### src/verilog/hcc_map.svh
// Purpose: offsets, field positions, reset values and counts of host control flags
// Assumes: byte addresses on the register port, 32-bit words
// Notes:   included by the control flag bank only
//
// Behaviour
// - set and clear offsets, same readback
// - image valid enables config ROM answers
// - image invalid gives type error ack
// - no ROM register update when invalid
// - image valid cleared by resets, fetch error
// - bit 30 steers DMA byte swap
// - late ack enable answers ack tardy
// - each ack tardy raises tardy event
// - bits 28 to 24 read zero
// - ownership bit read-only, EEPROM loaded, one
// - link inactive disconnects node at once
// - software reset restores flags except owner, self clears
`ifndef HCC_MAP_SVH
`define HCC_MAP_SVH

// ====================================================
// register offsets
`define HCC_OFS_SET      12'h050
`define HCC_OFS_CLR      12'h054

// ====================================================
// field positions
`define HCC_B_IMG_VALID  31
`define HCC_B_SWAP_DIS   30
`define HCC_B_LATE_ACK   29
`define HCC_B_OWNER      23
`define HCC_B_ENH_ON     22
`define HCC_B_LPS        19
`define HCC_B_POSTED     18
`define HCC_B_LINK       17
`define HCC_B_SRST       16

// ====================================================
// reset values and counts
`define HCC_OWNER_RST    1'h1
`define HCC_SRST_CYCLES  8'h08

`endif

### src/verilog/hcc_pkg.sv
// Purpose: types shared by the host control flag bank
// Assumes: nothing beyond the map header
// Notes:   no constants live here
package hcc_pkg;

	// kind of inbound asynchronous request
	typedef enum logic [1:0] {
		HCC_REQ_ROM_BLOCK = 2'h0,
		HCC_REQ_SELF      = 2'h1,
		HCC_REQ_OTHER     = 2'h2
	} hcc_req_kind_t;

	// acknowledgement chosen for a request
	typedef enum logic [1:0] {
		HCC_ACK_NONE     = 2'h0,
		HCC_ACK_COMPLETE = 2'h1,
		HCC_ACK_TYPE_ERR = 2'h2,
		HCC_ACK_TARDY    = 2'h3
	} hcc_ack_t;

	typedef struct packed {
		logic          valid;
		hcc_req_kind_t kind;
	} hcc_req_t;

	typedef struct packed {
		logic     valid;
		hcc_ack_t code;
	} hcc_rsp_t;

	// whole state of the flag bank
	typedef struct packed {
		logic        img_valid;
		logic        swap_dis;
		logic        late_ack;
		logic        owner;
		logic        enh_on;
		logic        lps;
		logic        posted;
		logic        link;
		logic        srst;
		logic [7:0]  srst_cnt;
		logic [31:0] rdata;
		logic        rvalid;
		hcc_rsp_t    rsp;
		logic        tardy_evt;
		logic        rom_update;
	} hcc_state_t;

endpackage

### src/verilog/hcc_ctrl_flags.sv
// Purpose: host controller control flags, set/clear pair, ack policy
// Assumes: single 10 MHz clock, synchronous inputs
// Notes:   read data appears one cycle after the read strobe
`timescale 1ns/100ps
`include "hcc_map.svh"

module hcc_ctrl_flags #(
	parameter int ADDR_W = 12
) (
	input  wire logic                 ref_clk,
	input  wire logic                 rst,
	input  wire logic                 reg_wr,
	input  wire logic                 reg_rd,
	input  wire logic [ADDR_W-1:0]    reg_addr,
	input  wire logic [31:0]          reg_wdata,
	output logic      [31:0]          reg_rdata,
	output logic                      reg_rvalid,
	input  wire logic                 eeprom_load,
	input  wire logic                 eeprom_owner,
	input  wire logic                 fetch_err,
	input  wire logic                 bus_reset,
	input  wire hcc_pkg::hcc_req_t    req,
	output hcc_pkg::hcc_rsp_t         rsp,
	output logic                      tardy_evt,
	output logic                      rom_update,
	output logic                      config_rom_image_valid,
	output logic                      data_swap_disable,
	output logic                      late_ack_enable,
	output logic                      phy_enhancements_on,
	output logic                      link_power_on,
	output logic                      posted_write_on,
	output logic                      link_active,
	output logic                      software_reset_trigger
);

	// ====================================================
	// helpers

	// readback word of the flag state
	function automatic logic [31:0] hcc_word(input hcc_pkg::hcc_state_t st);
		logic [31:0] w;
		w = 32'h0000_0000;
		w[`HCC_B_IMG_VALID] = st.img_valid;
		w[`HCC_B_SWAP_DIS]  = st.swap_dis;
		w[`HCC_B_LATE_ACK]  = st.late_ack;
		w[`HCC_B_OWNER]     = st.owner;
		w[`HCC_B_ENH_ON]    = st.enh_on;
		w[`HCC_B_LPS]       = st.lps;
		w[`HCC_B_POSTED]    = st.posted;
		w[`HCC_B_LINK]      = st.link;
		w[`HCC_B_SRST]      = st.srst;
		return w;
	endfunction

	function automatic logic hcc_hit(input logic [ADDR_W-1:0] a, input logic [11:0] ofs);
		return a == ADDR_W'(ofs);
	endfunction

	hcc_pkg::hcc_state_t s_ff;
	hcc_pkg::hcc_state_t nxt_s;
	logic                wr_set;
	logic                wr_clr;

	assign wr_set = reg_wr && hcc_hit(reg_addr, `HCC_OFS_SET);
	assign wr_clr = reg_wr && hcc_hit(reg_addr, `HCC_OFS_CLR);

	// ====================================================
	// next state
	always_comb begin
		nxt_s            = s_ff;
		nxt_s.rvalid     = 1'h0;
		nxt_s.rsp        = '0;
		nxt_s.tardy_evt  = 1'h0;
		nxt_s.rom_update = 1'h0;

		if (eeprom_load) begin
			nxt_s.owner = eeprom_owner;
		end

		if (wr_set) begin
			if (reg_wdata[`HCC_B_IMG_VALID]) nxt_s.img_valid = 1'h1;
			if (reg_wdata[`HCC_B_SWAP_DIS])  nxt_s.swap_dis  = 1'h1;
			if (reg_wdata[`HCC_B_LATE_ACK])  nxt_s.late_ack  = 1'h1;
			if (reg_wdata[`HCC_B_ENH_ON])    nxt_s.enh_on    = 1'h1;
			if (reg_wdata[`HCC_B_LPS])       nxt_s.lps       = 1'h1;
			if (reg_wdata[`HCC_B_POSTED])    nxt_s.posted    = 1'h1;
			if (reg_wdata[`HCC_B_LINK])      nxt_s.link      = 1'h1;
			if (reg_wdata[`HCC_B_SRST])      nxt_s.srst      = 1'h1;
		end

		// clear path; image valid has none
		if (wr_clr) begin
			if (reg_wdata[`HCC_B_SWAP_DIS])  nxt_s.swap_dis  = 1'h0;
			if (reg_wdata[`HCC_B_LATE_ACK])  nxt_s.late_ack  = 1'h0;
			if (reg_wdata[`HCC_B_ENH_ON])    nxt_s.enh_on    = 1'h0;
			if (reg_wdata[`HCC_B_LPS])       nxt_s.lps       = 1'h0;
			if (reg_wdata[`HCC_B_POSTED])    nxt_s.posted    = 1'h0;
			if (reg_wdata[`HCC_B_LINK])      nxt_s.link      = 1'h0;
		end

		if (fetch_err) begin
			nxt_s.img_valid = 1'h0;
		end

		// ROM registers follow bus reset only when valid
		nxt_s.rom_update = bus_reset && s_ff.img_valid;

		if (req.valid && s_ff.link && !s_ff.srst) begin
			nxt_s.rsp.valid = 1'h1;
			if (s_ff.late_ack) begin
				nxt_s.rsp.code = hcc_pkg::HCC_ACK_TARDY;
			end else if (req.kind == hcc_pkg::HCC_REQ_ROM_BLOCK) begin
				nxt_s.rsp.code = s_ff.img_valid ? hcc_pkg::HCC_ACK_COMPLETE
				                                : hcc_pkg::HCC_ACK_TYPE_ERR;
			end else begin
				nxt_s.rsp.code = hcc_pkg::HCC_ACK_COMPLETE;
			end
			nxt_s.tardy_evt = s_ff.late_ack;
		end

		// soft reset runs for a fixed count
		if (s_ff.srst) begin
			if (s_ff.srst_cnt == `HCC_SRST_CYCLES - 8'h01) begin
				nxt_s.srst     = 1'h0;
				nxt_s.srst_cnt = 8'h00;
			end else begin
				nxt_s.srst     = 1'h1;
				nxt_s.srst_cnt = s_ff.srst_cnt + 8'h01;
			end
		end

		if (nxt_s.srst) begin
			nxt_s.img_valid = 1'h0;
			nxt_s.swap_dis  = 1'h0;
			nxt_s.late_ack  = 1'h0;
			nxt_s.enh_on    = 1'h0;
			nxt_s.lps       = 1'h0;
			nxt_s.posted    = 1'h0;
			nxt_s.link      = 1'h0;
		end

		// unmapped and reserved bits read zero
		if (reg_rd) begin
			nxt_s.rvalid = 1'h1;
			nxt_s.rdata  = 32'h0000_0000;
			if (hcc_hit(reg_addr, `HCC_OFS_SET) || hcc_hit(reg_addr, `HCC_OFS_CLR)) begin
				nxt_s.rdata = hcc_word(s_ff);
			end
		end
	end

	// ====================================================
	// state register
	always_ff @(posedge ref_clk or posedge rst) begin
		if (rst) begin
			s_ff       <= '0;
			s_ff.owner <= `HCC_OWNER_RST;
		end else begin
			s_ff <= nxt_s;
		end
	end

	// ====================================================
	// outputs straight from the state
	assign reg_rdata              = s_ff.rdata;
	assign reg_rvalid             = s_ff.rvalid;
	assign rsp                    = s_ff.rsp;
	assign tardy_evt              = s_ff.tardy_evt;
	assign rom_update             = s_ff.rom_update;
	assign config_rom_image_valid = s_ff.img_valid;
	assign data_swap_disable      = s_ff.swap_dis;
	assign late_ack_enable        = s_ff.late_ack;
	assign phy_enhancements_on    = s_ff.enh_on;
	assign link_power_on          = s_ff.lps;
	assign posted_write_on        = s_ff.posted;
	assign link_active            = s_ff.link;
	assign software_reset_trigger = s_ff.srst;
endmodule // hcc_ctrl_flags

### config.mk
export PLATFORM = sky130hd
export DESIGN_NAME = hcc_ctrl_flags
export DESIGN_NICKNAME = d
export VERILOG_FILES = /design/src/verilog/hcc_pkg.sv /design/src/verilog/hcc_ctrl_flags.sv
export VERILOG_INCLUDE_DIRS = /design/src /design/src/verilog
export SDC_FILE = /design/constraint.sdc
export NUM_CORES = 1
export LEC_CHECK = 0
export BUFFER_PORTS_ARGS = -buffer_cell sky130_fd_sc_hd__buf_2
export CAP_MARGIN = 5
export CELL_PAD_IN_SITES_DETAIL_PLACEMENT = 0
export CELL_PAD_IN_SITES_GLOBAL_PLACEMENT = 2
export CORE_MARGIN = 8
export CORE_UTILIZATION = 26
export DETAILED_ROUTE_END_ITERATION = 10
export PLACE_DENSITY_LB_ADDON = 0.1
export SLEW_MARGIN = 20
export SYNTH_ARGS = -nofsm -noshare
export SYNTH_HDL_FRONTEND = slang
export SYNTH_SLANG_ARGS = --single-unit
### constraint.sdc
create_clock -name ref_clk -period 3.4 [get_ports ref_clk]
set_clock_uncertainty 0.1 [all_clocks]
set_input_delay 0.51 -clock ref_clk [delete_from_list [all_inputs] [get_ports ref_clk]]
set_output_delay 0.51 -clock ref_clk [all_outputs]
set_load 0.03 [all_outputs]
==> results of run 1 <==
## cells in the mapped netlist (3+ instances only)
cell	count
buf_4	36
dfrtp_1	31
a22o_1	10
nand3_1	9
a21oi_2	6
inv_1	6
xnor2_1	6
a21bo_2	5
nand2_1	3
nor2_1	3
## report_power, final
part / total [mW] / internal, mW / switching, mW
clock network: 0.313 / 0.180 / 0.133
logic: 0.0856 / 0.0218 / 0.0638
registers: 0.390 / 0.386 / 0.00356
total: 0.788 / 0.588 / 0.200
## routing by layer
metal  up-vias  share of wire, %  track usage [%]
met4         0               1.6             3.84
li1        534                 -                -
met5         -                 0                0
met1       533                39             8.66
met2        49                49             14.3
met3         8                10             4.37
## kinds of logic after synthesis
family | count (synthesis) | share of synthesized area [%]
buf+inv | 45 | 18.9
fa+ha+maj | 1 | 0.757
mux | 2 | 1.29
compound gates | 26 | 13.3
xor+xnor | 6 | 3.18
simple gates | 32 | 13.8
flops | 32 | 48.6
other cells | 1 | 0.227
## how the worst min path moves through the flow
stage | start | end | slack, ns | cells after the start
4_1_cts | reg_rd | reg_rvalid$_DFF_PP0_ | 0.25 | 1
2_1_floorplan | s_ff[45]$_DFFE_PP0P_ | s_ff[45]$_DFFE_PP0P_ | 0.34 | 1
5_1_grt | reg_rd | reg_rvalid$_DFF_PP0_ | 0.24 | 1
3_3_place_gp | s_ff[45]$_DFFE_PP0P_ | s_ff[45]$_DFFE_PP0P_ | 0.37 | 1
6_report | reg_rd | reg_rvalid$_DFF_PP0_ | 0.26 | 1
3_5_place_dp | s_ff[45]$_DFFE_PP0P_ | s_ff[45]$_DFFE_PP0P_ | 0.36 | 1
## final cells by class
type | instances | area, sq um
Fill cell | 673 | 4320
Sequential cell | 32 | 802
Multi-Input combinational cell | 90 | 621
Timing Repair Buffer | 55 | 280
Clock buffer | 7 | 96.3
Tap cell | 77 | 96.3
Inverter | 7 | 26.3
## critical path, cell delays in order
cell    delay (ns)
buf_2         0.09
or4_4         0.56
nor4_4        0.26
buf_4         0.23
a22o_1        0.44
nor3_2        0.08
==> impl_metrics.ini, run 1 <==
[placed_design]
post-place-cells = 261
preCtsSetupSlack_ns = 0.952
place.gp.congestion = 0.668
hpwl_um = 3030
placed_area_sq_um = 1830
io_buffers = 53

[drt]
ant_nets = 0
vias_per_cell = 4.19
num_vias = 1124
dr.pass1.iters = 5
drt_iter0_drc = 35
wl_um = 3850
drc = 0
wl_per_cell_um = 14.4

[setup_path]
arrival_ns = 2.19
critPathKind = primary input to register
r2r_slack_ns = 1.33
rr_endpoint = config_rom_image_valid$_DFFE_PP0P_
cp-startpoint = reg_addr[11]
r2r-start = s_ff[38]$_DFFE_PP0P_
crit_fanout = 14
start_kind = primary input
ff2ff_path_depth = 5
end_kind = register
cp-endpoint = config_rom_image_valid$_DFFE_PP0P_
cp.required_ns = 3.45

[timing]
max_freq_mhz = 468
finalHoldViolCount = 0
fin_ws_ns = 1.26
grt_setup_unrepaired = false
slew_headroom_pct = 43.2
min_period_ns = 2.14
fin_crit_sh_pct = 62.9
tightest_slew_ns = 0.851
finalMaxSlewViolations = 0
setup_viol = 0
fin_tns_setup_ns = 0
holdWs_ns = 0.259

[cts]
cts.reportedPaths.clkPinSlew_ns = 0.06
cts_made_buffers = 5
cts_post_setup_buffers_inserted = 0
cts_tree = done
clock_latency_ns = 0.28
hold_buffers = 0
cts_resized = 0
cts_root_buffer = clkbuf_8
clk_path_buf_depth = 2
cts.sinks = 32
cts_max_level = 2

[power_and_ir_drop]
power_leakage_nw = 1.02
powerDensity_nw_per_um2 = 410
vdd_drop_max_mv = 0.152
power_mw = 0.788

[hold_path]
hold_class = primary input to register

[layout]
fin_util_pct = 30.8
mostFrequentLayoutCells = 53 x buf_2, 31 x dfrtp_1, 23 x conb_1
stdcell_count = 268
drive_gt1_share_pct = 42.9
final_nets = 247
diodes = 0
final_area_sq_um = 1920
area_delta_synth_final_pct = 16.4
final_common_cell = buf_2

[synthesis]
synth_edf_count = 0
netlist_area_sq_um = 1650
yosysWarnings = 0
async_flop_share_pct = 100
yosysUniqueCellTypes = 36
syn_area_per_cell_sq_um = 11.4
synth_seq_area_share_pct = 48.6
synthCells = 145
yosysTopAreaCell = dfrtp_1
synth_area_leaders = dfrtp_1 47%, buf_4 16%, a22o_1 5.3%
synth_top_area_share_pct = 47.0
yosys_register_bits = 32
yosys_most_used_dff = dfrtp_1

[floorplanning]
rows = 29
start_util_pct = 26.5
die_w_um = 95.7
ios = 101
die-height_um = 95.7
coreArea_sq_um = 6240
dieArea_sq_um = 9160

[grt]
antenna_found_initial = 0
grt_pass1_vias = 1213
overflow = 0
grt_max_degree = 24
track_usage_pct = 8.50
grt_pass1_wl_um = 5920

[outcome]
status = complete, no violations

[run]
cap_violations = 0
Note: power is estimated with default switching activity, not from simulation.
==> run 2, diff against run 1 <==
Settings changed: CORE_UTILIZATION 26 to 24.
Clock period 3.4 ns to 2.2 ns, I/O delays scaled along.
==> run 2 against run 1 <==
Combinational power is 55% higher; clock power grew 97%; global-route usage increased by 0.41 points; clock-buffer cell count stayed put; largest power group is now the clock network; sequential share of layout area is 1.2 points lower.
==> impl_metrics.ini, run 2 (synthesized netlist as in run 1, its figures left out) <==
[drt]
dr.pass1.iters = 6
drc = 0
vias_per_cell = 4.13
num_vias = 1137
wl_um = 4150
wl_per_cell_um = 15.1
ant_nets = 0
drt_iter0_drc = 37

[grt]
grt_max_degree = 33
antenna_found_initial = 0
track_usage_pct = 8.91
grt_pass1_wl_um = 6710
grt_pass1_vias = 1253
overflow = 0

[floorplanning]
dieArea_sq_um = 9790
ios = 101
coreArea_sq_um = 6720
rows = 30
die_w_um = 99.0
die-height_um = 99.0
start_util_pct = 24.6

[cts]
clock_latency_ns = 0.28
cts_post_setup_buffers_inserted = 0
cts.sinks = 32
cts_tree = done
cts_max_level = 2
cts_resized = 0
clk_path_buf_depth = 2
hold_buffers = 0
cts.reportedPaths.clkPinSlew_ns = 0.07
cts_root_buffer = clkbuf_8
cts_made_buffers = 5

[run]
cap_violations = 0

[placed_design]
hpwl_um = 3170
io_buffers = 53
post-place-cells = 267
preCtsSetupSlack_ns = 0.213
place.gp.congestion = 0.685

[timing]
finalMaxSlewViolations = 0
min_period_ns = 2.00
grt_setup_unrepaired = false
fin_ws_ns = 0.202
fin_crit_sh_pct = 90.8
fin_tns_setup_ns = 0
finalHoldViolCount = 0
max_freq_mhz = 501
setup_viol = 0

[power_and_ir_drop]
p_clk_share_pct = 45.6
switchingPower_mw = 0.323
powerDensity_nw_per_um2 = 685
sw_frac_of_total_pct = 23.8
vdd_drop_max_mv = 0.285
power.internal_mw = 1.03
p_comb_share_pct = 9.8
p_seq_share_pct = 44.5
power_leakage_nw = 1.05
power_mw = 1.35

[layout]
mostFrequentLayoutCells = 53 x buf_2, 31 x dfrtp_1, 23 x conb_1
stdcell_count = 275
final_nets = 250
final_common_cell = buf_2
drive_gt1_share_pct = 44.1
area_delta_synth_final_pct = 19.8
diodes = 0

[setup_path]
cp.required_ns = 2.31
end_kind = register
crit_fanout = 8
arrival_ns = 2.11
critPathKind = register to register
start_kind = register

[hold_path]
hold_class = primary input to async pin

[outcome]
status = complete, no violations
==> run 2: cell count changes in the layout (fill, tap and decap cells not counted), sizes merged <==
cell    previous run  this run
buf               55        58
bufinv             0         1
==> run 2: power groups by stage <==
stage | Clock, mW | Sequential [mW] | Combinational, mW
after floorplan | 0 | 0.620 | 0.115
after global placement | 0 | 0.614 | 0.133
after detailed placement | 0 | 0.614 | 0.134
after CTS | 0.644 | 0.603 | 0.135
after global routing | 0.661 | 0.604 | 0.146
final | 0.618 | 0.603 | 0.133
==> run 2: worst paths after layout <==
kind / end / slack [ns] / from / cells after the start
worst min register to register: s_ff[45]$_DFFE_PP0P_ / 0.40 / s_ff[45]$_DFFE_PP0P_ / 1
worst min-delay path: rsp[0]$_DFF_PP0_ / 0.02 / rst / 3
worst max register to register: config_rom_image_valid$_DFFE_PP0P_ / 0.20 / s_ff[38]$_DFFE_PP0P_ / 6
min in group ref_clk: reg_rvalid$_DFF_PP0_ / 0.07 / reg_rd / 1
max in group asynchronous: s_ff[51]$_DFFE_PP1P_ / 1.64 / rst / 3
worst max-delay path: config_rom_image_valid$_DFFE_PP0P_ / 0.20 / s_ff[38]$_DFFE_PP0P_ / 6
==> run 2: layout make-up <==
class                      instances  area, sq um
inverter                           7         26.3
sequential                        32          802
multi-input combinational         90          621
clock buffer                       7         96.3
clock inverter                     1         30.0
fill                             703         4740
tap                               80          100
timing repair buffer              58          303
==> run 2: critical path, stage by stage (launching register included) <==
cell and delay (ns):
dfrtp_1 0.39, ha_1 0.23, nand4bb_1 0.13, or4_1 0.50, a22o_1 0.26, buf_4 0.18
nor3_2 0.14
==> run 2: metal layers <==
metal  part of all wire [%]  global-route usage [%]
met5                      0                       0
met4                    1.5                    3.54
met3                    4.9                    3.10
met2                     57                    16.7
met1                     36                    8.69
==> run 2: through the flow <==
| step | hold slack, ns | utilization [%] | cell area, sq um |
|---|---|---|---|
| after floorplan | 0.261 | - | 1730 |
| final | 0.0238 | 29.4 | 1980 |
| after detailed placement | 0.350 | 27.6 | 1850 |
| after CTS | 0.0395 | 29.4 | 1980 |
| after global placement | 0.345 | 27.6 | 1850 |
| after global routing | 0.0552 | 29.4 | 1980 |
==> run 3, diff against run 2 <==
Settings changed: CORE_UTILIZATION 24 to 25, CTS_BUF_LIST set to sky130_fd_sc_hd__clkbuf_4 sky130_fd_sc_hd__clkbuf_8.
==> run 3 against run 2 <==
Sequential cell count is the same; highest routed layer unchanged; sequential power is essentially flat; register-to-register slack is essentially flat.
==> impl_metrics.ini, run 3 (synthesized netlist as in run 1, its figures left out) <==
[placed_design]
hpwl_um = 3140
post-place-cells = 265
place.gp.congestion = 0.683
io_buffers = 53

[setup_path]
arrival_ns = 2.11
end_kind = register
rr_endpoint = config_rom_image_valid$_DFFE_PP0P_
crit_path_max_incr_delay_ns = 0.49
r2r-start = s_ff[38]$_DFFE_PP0P_
r2r_slack_ns = 0.19
crit_path_top_delay_cell = or4_1
start_kind = register
ff2ff_path_depth = 6
crit_fanout = 8
cp.required_ns = 2.31
critPathKind = register to register
crit_chain = ha_1 -> nand4bb_1 -> or4_1 -> a22o_1 -> buf_4 -> nor3_2

[drt]
num_vias = 1146
drt_iter0_drc = 18
vias_per_cell = 4.20
dr.pass1.iters = 4
wl_um = 4040
drc = 0
ant_nets = 0
wl_per_cell_um = 14.8

[timing]
setup_viol = 0
fin_crit_sh_pct = 91.2
max_freq_mhz = 498
grt_setup_unrepaired = false
finalMaxSlewViolations = 0
min_period_ns = 2.01
fin_tns_setup_ns = 0
finalHoldViolCount = 0

[cts]
cts_resized = 0
cts.sinks = 32
clock_latency_ns = 0.28
cts_root_buffer = clkbuf_8
cts.reportedPaths.clkPinSlew_ns = 0.07
hold_buffers = 0
clk_path_buf_depth = 2
cts_made_buffers = 5
cts_max_level = 2
cts_post_setup_buffers_inserted = 0
cts_tree = done

[layout]
diodes = 0
stdcell_count = 273
final_nets = 251
area_delta_synth_final_pct = 18.3
final_common_cell = buf_2
drive_gt1_share_pct = 44.4
fill_cells = 687
mostFrequentLayoutCells = 53 x buf_2, 31 x dfrtp_1, 23 x conb_1

[floorplanning]
ios = 101
coreArea_sq_um = 6390
dieArea_sq_um = 9460
start_util_pct = 25.9
die-height_um = 97.3
die_w_um = 97.3
rows = 29

[grt]
grt_pass1_wl_um = 6600
track_usage_pct = 8.61
grt_pass1_vias = 1329
grt_max_degree = 33
antenna_found_initial = 0
overflow = 0

[power_and_ir_drop]
vdd_drop_max_mv = 0.215
power_mw = 1.22
power_leakage_nw = 1.04
powerDensity_nw_per_um2 = 625

[outcome]
status = complete, no violations

[hold_path]
hold_class = primary input to async pin

[run]
cap_violations = 0
run 3: per-layer routing:
layer / part of all wire (%) / wire length, um / track usage [%] / up-vias
met5: 0 / 0 / 0 / -
met4: 1.2 / 48 / 2.80 / 0
met3: 5.6 / 228 / 3.34 / 6
met2: 51 / 2040 / 14.6 / 39
met1: 43 / 1720 / 9.62 / 558
li1: - / - / - / 543
run 3: worst max path at each step:
stage,start,to,slack [ns]
floorplan,reg_addr[11],config_rom_image_valid$_DFFE_PP0P_,0.35
global placement,reg_addr[11],config_rom_image_valid$_DFFE_PP0P_,0.17
detailed placement,reg_addr[11],posted_write_on$_DFF_PP0_,0.17
CTS,s_ff[38]$_DFFE_PP0P_,config_rom_image_valid$_DFFE_PP0P_,0.18
global route,s_ff[38]$_DFFE_PP0P_,config_rom_image_valid$_DFFE_PP0P_,0.07
finish,s_ff[38]$_DFFE_PP0P_,config_rom_image_valid$_DFFE_PP0P_,0.19
run 3: area by class of cell:
cell class	instances	area (sq um)	area share [%]
flip-flops and latches	32	802	41.1
well taps	77	96.3	4.93
multi-input cells	90	621	31.8
inverters	7	26.3	1.35
clock buffers	8	97.6	5.00
repair buffers	59	310	15.9
run 3: power breakdown:
part	internal, mW	leakage [nW]	switching, mW
clock network	0.280	0.0523	0.203
logic	0.0351	0.555	0.0994
registers	0.597	0.436	0.00585
total	0.912	1.04	0.309
run 3: critical path: cells and delay by family (launching register included):
| kind | cells | cell delay (ns) |
|---|---|---|
| AND/OR/NAND/NOR | 3 | 0.77 |
| flip-flops | 1 | 0.38 |
| AO/OA/AOI/OAI | 1 | 0.26 |
| adder cells (fa/ha/maj) | 1 | 0.24 |
| buffers and inverters | 1 | 0.18 |
run 3: metrics by stage:
stage / utilization, % / cell area (sq um) / worst slack [ns] / hold slack [ns]
2_1_floorplan: - / 1730 / 0.353 / 0.261
3_3_place_gp: 29.1 / 1860 / 0.175 / 0.348
3_5_place_dp: 29.1 / 1860 / 0.166 / 0.347
4_1_cts: 30.6 / 1950 / 0.181 / 0.0421
5_1_grt: 30.6 / 1950 / 0.0683 / 0.0643
6_report: 30.6 / 1950 / 0.193 / 0.0336
